File: src/core/cpb_regs.svh
`ifndef CPB_REGS_SVH
`define CPB_REGS_SVH

// Register offsets, byte addresses
`define CPB_AW            8
`define CPB_OFS_GCA       8'h00
`define CPB_OFS_GCB       8'h04
`define CPB_OFS_PIN_STATE 8'h08
`define CPB_OFS_PIN_CHG   8'h0C
`define CPB_OFS_CHG_CLR   8'h10
`define CPB_OFS_CHG_EN    8'h14
`define CPB_OFS_PIN_CFG   8'h18

// Pin configuration fields
`define CPB_CFG_W         6
`define CPB_CFG_P6        0
`define CPB_CFG_P7_LO     1
`define CPB_CFG_P7_HI     2
`define CPB_CFG_STS       3
`define CPB_CFG_REG       4
`define CPB_CFG_SHOW      5

// Port B sense bits 5 to 7 in state, change, clear and enable
`define CPB_IPB_LO        5
`define CPB_IPB_HI        7

// Reset values
`define CPB_RST_GC        2'h0
`define CPB_RST_CFG       6'h00
`define CPB_RST_EN        3'h0

// Burst address steps per beat
`define CPB_STEP_HALF     3'h1
`define CPB_STEP_WORD     3'h2

`endif

File: src/core/cpb_pkg.sv
`include "cpb_regs.svh"
package cpb_pkg;

    typedef enum logic [1:0] {
        CPB_INIT_CORE      = 2'b00,
        CPB_INIT_COMMS     = 2'b01,
        CPB_INIT_EXT_ASYNC = 2'b10,
        CPB_INIT_EXT_SYNC  = 2'b11
    } cpb_init_e;

    typedef enum logic [1:0] {
        CPB_P7_INPUT   = 2'b00,
        CPB_P7_TRACE   = 2'b01,
        CPB_P7_RESERVE = 2'b10
    } cpb_p7_e;

    typedef enum logic {
        CPB_BST_IDLE = 1'b0,
        CPB_BST_RUN  = 1'b1
    } cpb_bst_e;

    typedef struct packed {
        logic [1:0]            gca;
        logic [1:0]            gcb;
        logic [`CPB_CFG_W-1:0] cfg;
        logic [2:0]            chg_en;
        logic [2:0]            chg;
        logic [31:0]           rdata;
        logic                  in_xfer;
        cpb_init_e             init;
        logic                  fetch;
        logic                  resv;
        logic                  trace;
        logic                  b6_out;
        logic                  b6_oe;
        logic                  b7_out;
        logic                  b7_oe;
        logic                  sts;
        logic [3:0]            op;
        logic                  reg_out;
    } cpb_main_s;

    typedef struct packed {
        cpb_bst_e   st;
        logic [2:0] baddr;
        logic [2:0] step;
    } cpb_burst_s;

    typedef struct packed {
        logic [2:0] lvl;
        logic [2:0] chg;
    } cpb_sense_s;

endpackage : cpb_pkg

File: src/core/cpb_if.sv
`timescale 1ns/1ps
`default_nettype none
interface cpb_if;
    logic               start;
    logic               xend;
    logic               beat;
    logic               burst;
    logic               half;
    cpb_pkg::cpb_init_e init;
    logic [2:0]         addr;
    logic [2:0]         baddr;
    logic [2:0]         pin;
    logic [2:0]         en;
    logic [2:0]         lvl;
    logic [2:0]         chg;

    modport burst_mp  (input start, xend, beat, burst, half, init, addr,
                       output baddr);
    modport burst_ctl (output start, xend, beat, burst, half, init, addr,
                       input baddr);
    modport sense_mp  (input pin, en, output lvl, chg);
    modport sense_ctl (output pin, en, input lvl, chg);
endinterface : cpb_if
`default_nettype wire

File: src/core/cpb_pins.sv
// Our own choices: the strobed register port and the register addresses.
`timescale 1ns/1ps
`default_nettype none
`include "cpb_regs.svh"
// Notes on behaviour
// RULE1 - Report port B bits 5-7 level and changes
// RULE2 - Output bits 0-1 follow control A, low
// RULE3 - Output bits 2-3 follow control B
// RULE4 - Initiator bit high for comms, low core
// RULE5 - Core bit: reservation on data, trace fetch
// RULE6 - Program trace strobe marks instruction fetches
// RULE7 - Transfer start marks bus and show cycles
// RULE8 - Burst bit thirty copies address when not bursting
// RULE9 - Burst pair copies address when not bursting
// RULE10 - Bursts advance burst address each beat, except from an asynchronous external master
// RULE11 - Internal card access: select equals size bit
// RULE12 - External card access: socket drives select
// RULE13 - One static function per shared pin
module cpb_pins (
    input  wire logic                 clk,
    input  wire logic                 reset,
    input  wire logic [`CPB_AW-1:0]   reg_addr,
    input  wire logic [31:0]          reg_wdata,
    input  wire logic                 reg_write,
    input  wire logic                 reg_read,
    output logic      [31:0]          reg_rdata,
    output logic                      irq,
    input  wire logic                 xfer_start,
    input  wire logic                 xfer_end,
    input  wire cpb_pkg::cpb_init_e   xfer_initiator,
    input  wire logic                 xfer_fetch,
    input  wire logic                 xfer_reserve,
    input  wire logic                 xfer_trace,
    input  wire logic                 xfer_burst,
    input  wire logic                 xfer_half_port,
    input  wire logic                 burst_beat,
    input  wire logic [2:0]           addr_28_30,
    input  wire logic                 fetch_active,
    input  wire logic                 internal_start,
    input  wire logic                 card_access,
    input  wire logic                 transfer_size_bit0,
    input  wire logic                 card_space_ext,
    input  wire logic [2:0]           card_input_port_b,
    output logic                      pin_b6_out,
    output logic                      pin_b6_oe,
    output logic                      pin_b7_out,
    output logic                      pin_b7_oe,
    output logic      [1:0]           card_output_port,
    output logic                      op2_sts_out,
    output logic                      op3_out,
    output logic      [1:0]           burst_addr_low_pair,
    output logic                      burst_addr_bit_thirty
);
    cpb_pkg::cpb_main_s s_r;
    cpb_pkg::cpb_main_s s_nxt;
    cpb_if              lnk ();

    logic                 wr_gca;
    logic                 wr_gcb;
    logic                 wr_clr;
    logic                 wr_en;
    logic                 wr_cfg;
    logic                 internal_nxt;
    logic [2:0]           clr_bits;
    cpb_pkg::cpb_p7_e     p7_sel;

    assign wr_gca = reg_write && reg_addr == `CPB_OFS_GCA;
    assign wr_gcb = reg_write && reg_addr == `CPB_OFS_GCB;
    assign wr_clr = reg_write && reg_addr == `CPB_OFS_CHG_CLR;
    assign wr_en  = reg_write && reg_addr == `CPB_OFS_CHG_EN;
    assign wr_cfg = reg_write && reg_addr == `CPB_OFS_PIN_CFG;
    assign clr_bits = wr_clr ? reg_wdata[`CPB_IPB_HI:`CPB_IPB_LO] : 3'h0;

    // Sense and burst helpers
    assign lnk.pin   = card_input_port_b;
    assign lnk.en    = {~^s_r.cfg[`CPB_CFG_P7_HI:`CPB_CFG_P7_LO],
                        !s_r.cfg[`CPB_CFG_P6], 1'b1}; // RULE13
    assign lnk.start = xfer_start;
    assign lnk.xend  = xfer_end;
    assign lnk.beat  = burst_beat;
    assign lnk.burst = xfer_burst;
    assign lnk.half  = xfer_half_port;
    assign lnk.init  = xfer_initiator;
    assign lnk.addr  = addr_28_30;

    cpb_sense u_sense (
        .clk   (clk),
        .reset (reset),
        .sns   (lnk.sense_mp)
    );

    cpb_burst u_burst (
        .clk   (clk),
        .reset (reset),
        .bst   (lnk.burst_mp)
    );

    always_comb begin
        s_nxt = s_r;
        internal_nxt = 1'b0;
        p7_sel = cpb_pkg::CPB_P7_INPUT;
        s_nxt.rdata = 32'h0;
        if (wr_gca) begin
            s_nxt.gca = reg_wdata[1:0];
        end
        if (wr_gcb) begin
            s_nxt.gcb = reg_wdata[1:0];
        end
        if (wr_en) begin
            s_nxt.chg_en = reg_wdata[`CPB_IPB_HI:`CPB_IPB_LO];
        end
        if (wr_cfg) begin
            s_nxt.cfg = reg_wdata[`CPB_CFG_W-1:0];
        end
        // Sticky change bits, a new change beats the clear
        s_nxt.chg = (s_r.chg & ~clr_bits) | lnk.chg; // RULE1
        if (reg_read) begin
            unique case (reg_addr)
                `CPB_OFS_GCA:       s_nxt.rdata = {30'h0, s_r.gca};
                `CPB_OFS_GCB:       s_nxt.rdata = {30'h0, s_r.gcb};
                `CPB_OFS_PIN_STATE: s_nxt.rdata = {24'h0, lnk.lvl, 5'h0};
                `CPB_OFS_PIN_CHG:   s_nxt.rdata = {24'h0, s_r.chg, 5'h0};
                `CPB_OFS_CHG_EN:    s_nxt.rdata = {24'h0, s_r.chg_en, 5'h0};
                `CPB_OFS_PIN_CFG:   s_nxt.rdata = {26'h0, s_r.cfg};
                default:            s_nxt.rdata = 32'h0;
            endcase
        end
        // Transaction context
        if (xfer_start) begin
            s_nxt.in_xfer = 1'b1;
            s_nxt.init = xfer_initiator;
            s_nxt.fetch = xfer_fetch;
            s_nxt.resv = xfer_reserve;
            s_nxt.trace = xfer_trace;
        end else if (xfer_end) begin
            s_nxt.in_xfer = 1'b0;
        end
        internal_nxt = s_nxt.init == cpb_pkg::CPB_INIT_CORE ||
                       s_nxt.init == cpb_pkg::CPB_INIT_COMMS;
        // Port B bit 6 as initiator type
        s_nxt.b6_out = s_nxt.init == cpb_pkg::CPB_INIT_COMMS; // RULE4
        s_nxt.b6_oe = s_nxt.cfg[`CPB_CFG_P6] && s_nxt.in_xfer &&
                      internal_nxt; // RULE13
        // Port B bit 7 as trace strobe or reservation bit
        p7_sel = cpb_pkg::cpb_p7_e'(s_nxt.cfg[`CPB_CFG_P7_HI:`CPB_CFG_P7_LO]);
        unique case (p7_sel)
            cpb_pkg::CPB_P7_TRACE: begin
                s_nxt.b7_out = fetch_active; // RULE6
                s_nxt.b7_oe = 1'b1;
            end
            cpb_pkg::CPB_P7_RESERVE: begin
                s_nxt.b7_out = s_nxt.fetch ? s_nxt.trace : s_nxt.resv; // RULE5
                s_nxt.b7_oe = s_nxt.in_xfer &&
                              s_nxt.init == cpb_pkg::CPB_INIT_CORE;
            end
            default: begin
                s_nxt.b7_out = 1'b0;
                s_nxt.b7_oe = 1'b0;
            end
        endcase
        // Transfer start strobe
        s_nxt.sts = xfer_start ||
                    (internal_start && s_nxt.cfg[`CPB_CFG_SHOW]); // RULE7
        s_nxt.op[1:0] = s_nxt.gca; // RULE2
        s_nxt.op[3:2] = s_nxt.gcb; // RULE3
        // Card space select
        if (card_access && internal_nxt) begin
            s_nxt.reg_out = transfer_size_bit0; // RULE11
        end else if (card_access) begin
            s_nxt.reg_out = card_space_ext; // RULE12
        end else begin
            s_nxt.reg_out = 1'b0;
        end
    end

    always_ff @(posedge clk) begin
        if (reset) begin
            s_r <= '0;
            s_r.gca <= `CPB_RST_GC;
            s_r.gcb <= `CPB_RST_GC;
            s_r.cfg <= `CPB_RST_CFG;
            s_r.chg_en <= `CPB_RST_EN;
        end else begin
            s_r <= s_nxt;
        end
    end

    assign reg_rdata = s_r.rdata;
    assign irq = |(s_r.chg & s_r.chg_en);
    assign pin_b6_out = s_r.b6_out;
    assign pin_b6_oe = s_r.b6_oe;
    assign pin_b7_out = s_r.b7_out;
    assign pin_b7_oe = s_r.b7_oe;
    assign card_output_port = s_r.op[1:0];
    assign op2_sts_out = s_r.cfg[`CPB_CFG_STS] ? s_r.sts : s_r.op[2];
    assign op3_out = s_r.op[3];
    assign burst_addr_low_pair = lnk.baddr[2:1];
    assign burst_addr_bit_thirty = s_r.cfg[`CPB_CFG_REG] ? s_r.reg_out :
                                   lnk.baddr[0]; // RULE13
endmodule : cpb_pins
`default_nettype wire

File: src/core/cpb_sense.sv
`timescale 1ns/1ps
`default_nettype none
module cpb_sense (
    input  wire logic clk,
    input  wire logic reset,
    cpb_if.sense_mp   sns
);
    cpb_pkg::cpb_sense_s s_r;
    cpb_pkg::cpb_sense_s s_nxt;

    // Level and change, gated bits are not sampled
    always_comb begin
        s_nxt = s_r;
        s_nxt.lvl = sns.pin & sns.en; // RULE13
        s_nxt.chg = (s_nxt.lvl ^ s_r.lvl) & sns.en; // RULE1
    end

    always_ff @(posedge clk) begin
        if (reset) begin
            s_r <= '0;
        end else begin
            s_r <= s_nxt;
        end
    end

    assign sns.lvl = s_r.lvl;
    assign sns.chg = s_r.chg;
endmodule : cpb_sense
`default_nettype wire

File: src/core/cpb_burst.sv
`timescale 1ns/1ps
`default_nettype none
module cpb_burst (
    input  wire logic clk,
    input  wire logic reset,
    cpb_if.burst_mp   bst
);
    cpb_pkg::cpb_burst_s s_r;
    cpb_pkg::cpb_burst_s s_nxt;

    always_comb begin
        s_nxt = s_r;
        unique case (s_r.st)
            cpb_pkg::CPB_BST_IDLE: begin
                s_nxt.baddr = bst.addr; // RULE8
                if (bst.start && bst.burst &&
                    bst.init != cpb_pkg::CPB_INIT_EXT_ASYNC) begin
                    s_nxt.st = cpb_pkg::CPB_BST_RUN;
                    s_nxt.step = bst.half ? `CPB_STEP_HALF : `CPB_STEP_WORD;
                end
            end
            cpb_pkg::CPB_BST_RUN: begin
                if (bst.start || bst.xend) begin
                    s_nxt.st = cpb_pkg::CPB_BST_IDLE;
                    s_nxt.baddr = bst.addr; // RULE9
                end else if (bst.beat) begin
                    s_nxt.baddr = 3'(s_r.baddr + s_r.step); // RULE10
                end
            end
        endcase
    end

    always_ff @(posedge clk) begin
        if (reset) begin
            s_r <= '0;
        end else begin
            s_r <= s_nxt;
        end
    end

    assign bst.baddr = s_r.baddr;
endmodule : cpb_burst
`default_nettype wire

File: config.mk
export PLATFORM = sky130hd
export DESIGN_NAME = cpb_pins
export DESIGN_NICKNAME = d
export VERILOG_FILES = /design/src/core/cpb_pkg.sv /design/src/core/cpb_if.sv /design/src/core/cpb_pins.sv /design/src/core/cpb_sense.sv /design/src/core/cpb_burst.sv
export VERILOG_INCLUDE_DIRS = /design/src /design/src/core
export SDC_FILE = /design/constraint.sdc
export NUM_CORES = 1
export LEC_CHECK = 0
export ABC_AREA = 1
export BUFFER_PORTS_ARGS = -buffer_cell sky130_fd_sc_hd__buf_2
export CORE_UTILIZATION = 50
export DETAILED_ROUTE_END_ITERATION = 8
export PLACE_DENSITY = 0.88
export SLEW_MARGIN = 20
export SYNTH_ARGS = -nofsm -noshare
export SYNTH_HDL_FRONTEND = slang
export SYNTH_SLANG_ARGS = --single-unit
File: constraint.sdc
create_clock -name clk -period 2.6 [get_ports clk]
set_input_delay 0.52 -clock clk [delete_from_list [all_inputs] [get_ports clk]]
set_output_delay 0.52 -clock clk [all_outputs]
set_load 0.02 [all_outputs]
==> reports/qor.csv <==
metric,value,unit
worstPathArrival,2.10,ns
crit_chain,buf_2 > nor2_2 > nand3_2 > nor2_8 > nand2_1 > o21ai_2 > inv_1 > ha_1 > or2_2 > a21oi_1,
combPwrFrac,0.116,
crit_fanout,8,
worst_slack,0.748,ns
end_kind,flop,
slew_viol_final,0,
switching_power,369,uW
status,finished clean,
clk_pin_slew,0.09,ns
grt_max_degree,25,
ir_worst_vdd,0.000334,V
drc_errors,0,
synth_cell_types,31,
gp_congestion,0.835,
min_path_type,flop to flop,
p_leak,0.00133,uW
firstDrtPassIters,8,
drt_first_iter_violations,119,
fillers,414,
finalCoreUtilization,0.590,
internal_power,999,uW
die_w,70.9,um
antenna_cells,0,
post_cts_buffers,0,
yosysSeqAreaShare,0.405,
detail_route.wl_per_cell,11.1,um
cts_buffers,5,
cts.sinks,48,
antenna_left,0,
cts_root_buf,clkbuf_8,
required,2.84,ns
preCtsSetupSlack,0.427,ns
fin_crit,1.85,ns
avgViaCountPerCell,4.80,
critPathLaunchType,input pin,
antenna_found_initial,0,
layout_common_cells,"61 x nand2_1, 60 x buf_2, 52 x nor2_1, 48 x dfxtp_1, 34 x inv_1",
switching_share,0.270,
cts_buffer_depth,2,
dieArea,5020,sq um
placed_cells,417,
crit_type,input pin to flop,
final_cells,425,
syn_inst,322,
syn_area,2370,sq um
fin_nets,441,
p_clk_frac,0.320,
tns,0,ns
skew,0.00710,ns
area_growth,10.5,%
powerDensity,522,nW/um^2
routed_wl,4.71,mm
ys_ff_latch,48,
setup_viol,0,
die_h,70.9,um
clkLatencyLatePin,0.31,ns
io_pins,109,
max_freq,540,MHz
hpwl,3.75,mm
overflow,0,
yosysWarningCount,0,
cts_tree,done,
layout_commonest_cell,nand2_1,
final_hold_viol_count,0,
grt_util_all_layers,0.208,
drive_gt1_frac,0.239,
numPortBuffers,60,
rsz0062_at_grt,no,
cts_resized,0,
maxCapViolations,0,
slowest_stage,or2_2,
h-tree-depth,2,
rows,24,
grt_pass1_wl,8.13,mm
cts_hold_buf,0,
total_power,1370,uW
vias,2040,
fin_crit_sh,0.713,
pwr-share-seq,0.564,
syn_area_per_cell,7.37,sq um
grt_pass1_vias,1890,
start_util,0.534,
core,4440,sq um
slowest_delay,0.30,ns
## through the flow
| step | hold WS, ns | area [sq um] |
|---|---|---|
| global route | 0.437 | 2620 |
| global placement | 0.405 | 2530 |
| CTS | 0.422 | 2620 |
| floorplan | 0.398 | 2460 |
| detailed placement | 0.408 | 2530 |
| finish | 0.424 | 2620 |
## worst max-delay path, delay by kind of cell
family	cells	cell delay [ns]
AO/OA/AOI/OAI	2	0.22
buffers and inverters	2	0.16
AND/OR/NAND/NOR	5	0.92
adder cells (fa/ha/maj)	1	0.27
## metal layers
layer | vias to the layer above | share of wire | global-route usage
li1 | 1045 | - | -
met1 | 911 | 0.44 | 0.244
met2 | 77 | 0.48 | 0.371
met3 | 7 | 0.061 | 0.0499
met4 | 0 | 0.014 | 0.0733
met5 | - | 0 | 0
## state kept, by name, summed over array words and instances, names as in the netlist
name and cells:
u_sense.sns.lvl 3, s_r 23, u_burst.s_r 3, pin_b6_out 1
u_burst.bst.baddr 3, u_sense.sns.chg 3, pin_b6_oe 1, reg_rdata 8
card_output_port 1, pin_b7_oe 1, pin_b7_out 1
## area by class of cell
type,instances,area [sq um],area share
clock buffer,5,68.8,0.0262
clock inverter,3,18.8,0.00716
inverter,38,143,0.0544
multi-input combinational,219,1070,0.406
sequential,48,961,0.366
tap,52,65.1,0.0248
timing repair buffer,60,300,0.115
## cell usage after synthesis
cell      count  area (sq um)
xor2_1        1          8.76
o21bai_1      1          7.51
o21ai_0      16          80.1
nor2_2        4          25.0
a31oi_1       2          12.5
inv_1        34           128
nand3_1      13          65.1
nor2_8        1          20.0
o21ai_1       1          5.00
nand3_2       2          20.0
nand2_1      61           229
inv_2         3          11.3
conb_1        1          3.75
or2_2         4          25.0
nor2_1       52           195
clkbuf_1      3          11.3
and3_1        1          6.26
xnor2_1       4          35.0
nand3_4       1          17.5
nand2_2       2          12.5
a21oi_1      12          60.1
nor2_4        1          11.3
clkinv_1      1          3.75
ha_1          3          37.5
nand4_1       3          18.8
fa_1          1          20.0
o21ai_2       2          17.5
dfxtp_1      48           961
nor3_1        6          30.0
buf_4        37           278
nor3_4        1          16.3
## cells by family (layout without fill, tap and decap cells)
logic type | Yosys count | count (layout) | synth area share
AO/OA/AOI/OAI | 34 | 34 | 0.0770
XOR/XNOR | 5 | 5 | 0.0185
adder cells (fa/ha/maj) | 4 | 4 | 0.0243
buffers and inverters | 78 | 106 | 0.182
flip-flops | 48 | 48 | 0.405
other | 1 | 24 | 0.00158
AND/OR/NAND/NOR | 152 | 152 | 0.292
## worst paths after layout
path | start | end | slack [ns] | cells past startpoint
setup / recovery | reg_addr[7] | pin_b7_oe | 0.75 | 10
setup reg to reg | s_r[56] | pin_b7_oe | 1.14 | 6
hold / removal | s_r[54] | u_sense.sns.chg[1] | 0.42 | 1
hold reg to reg | s_r[54] | u_sense.sns.chg[1] | 0.42 | 1
## power by group through the flow
stage / logic [uW] / clock network (uW) / registers, uW
floorplan: 132 / 0 / 786
global placement: 152 / 0 / 788
detailed placement: 157 / 0 / 789
CTS: 158 / 445 / 772
global route: 176 / 479 / 775
finish: 158 / 438 / 772
No activity file was read; power rests on OpenSTA's default activity.
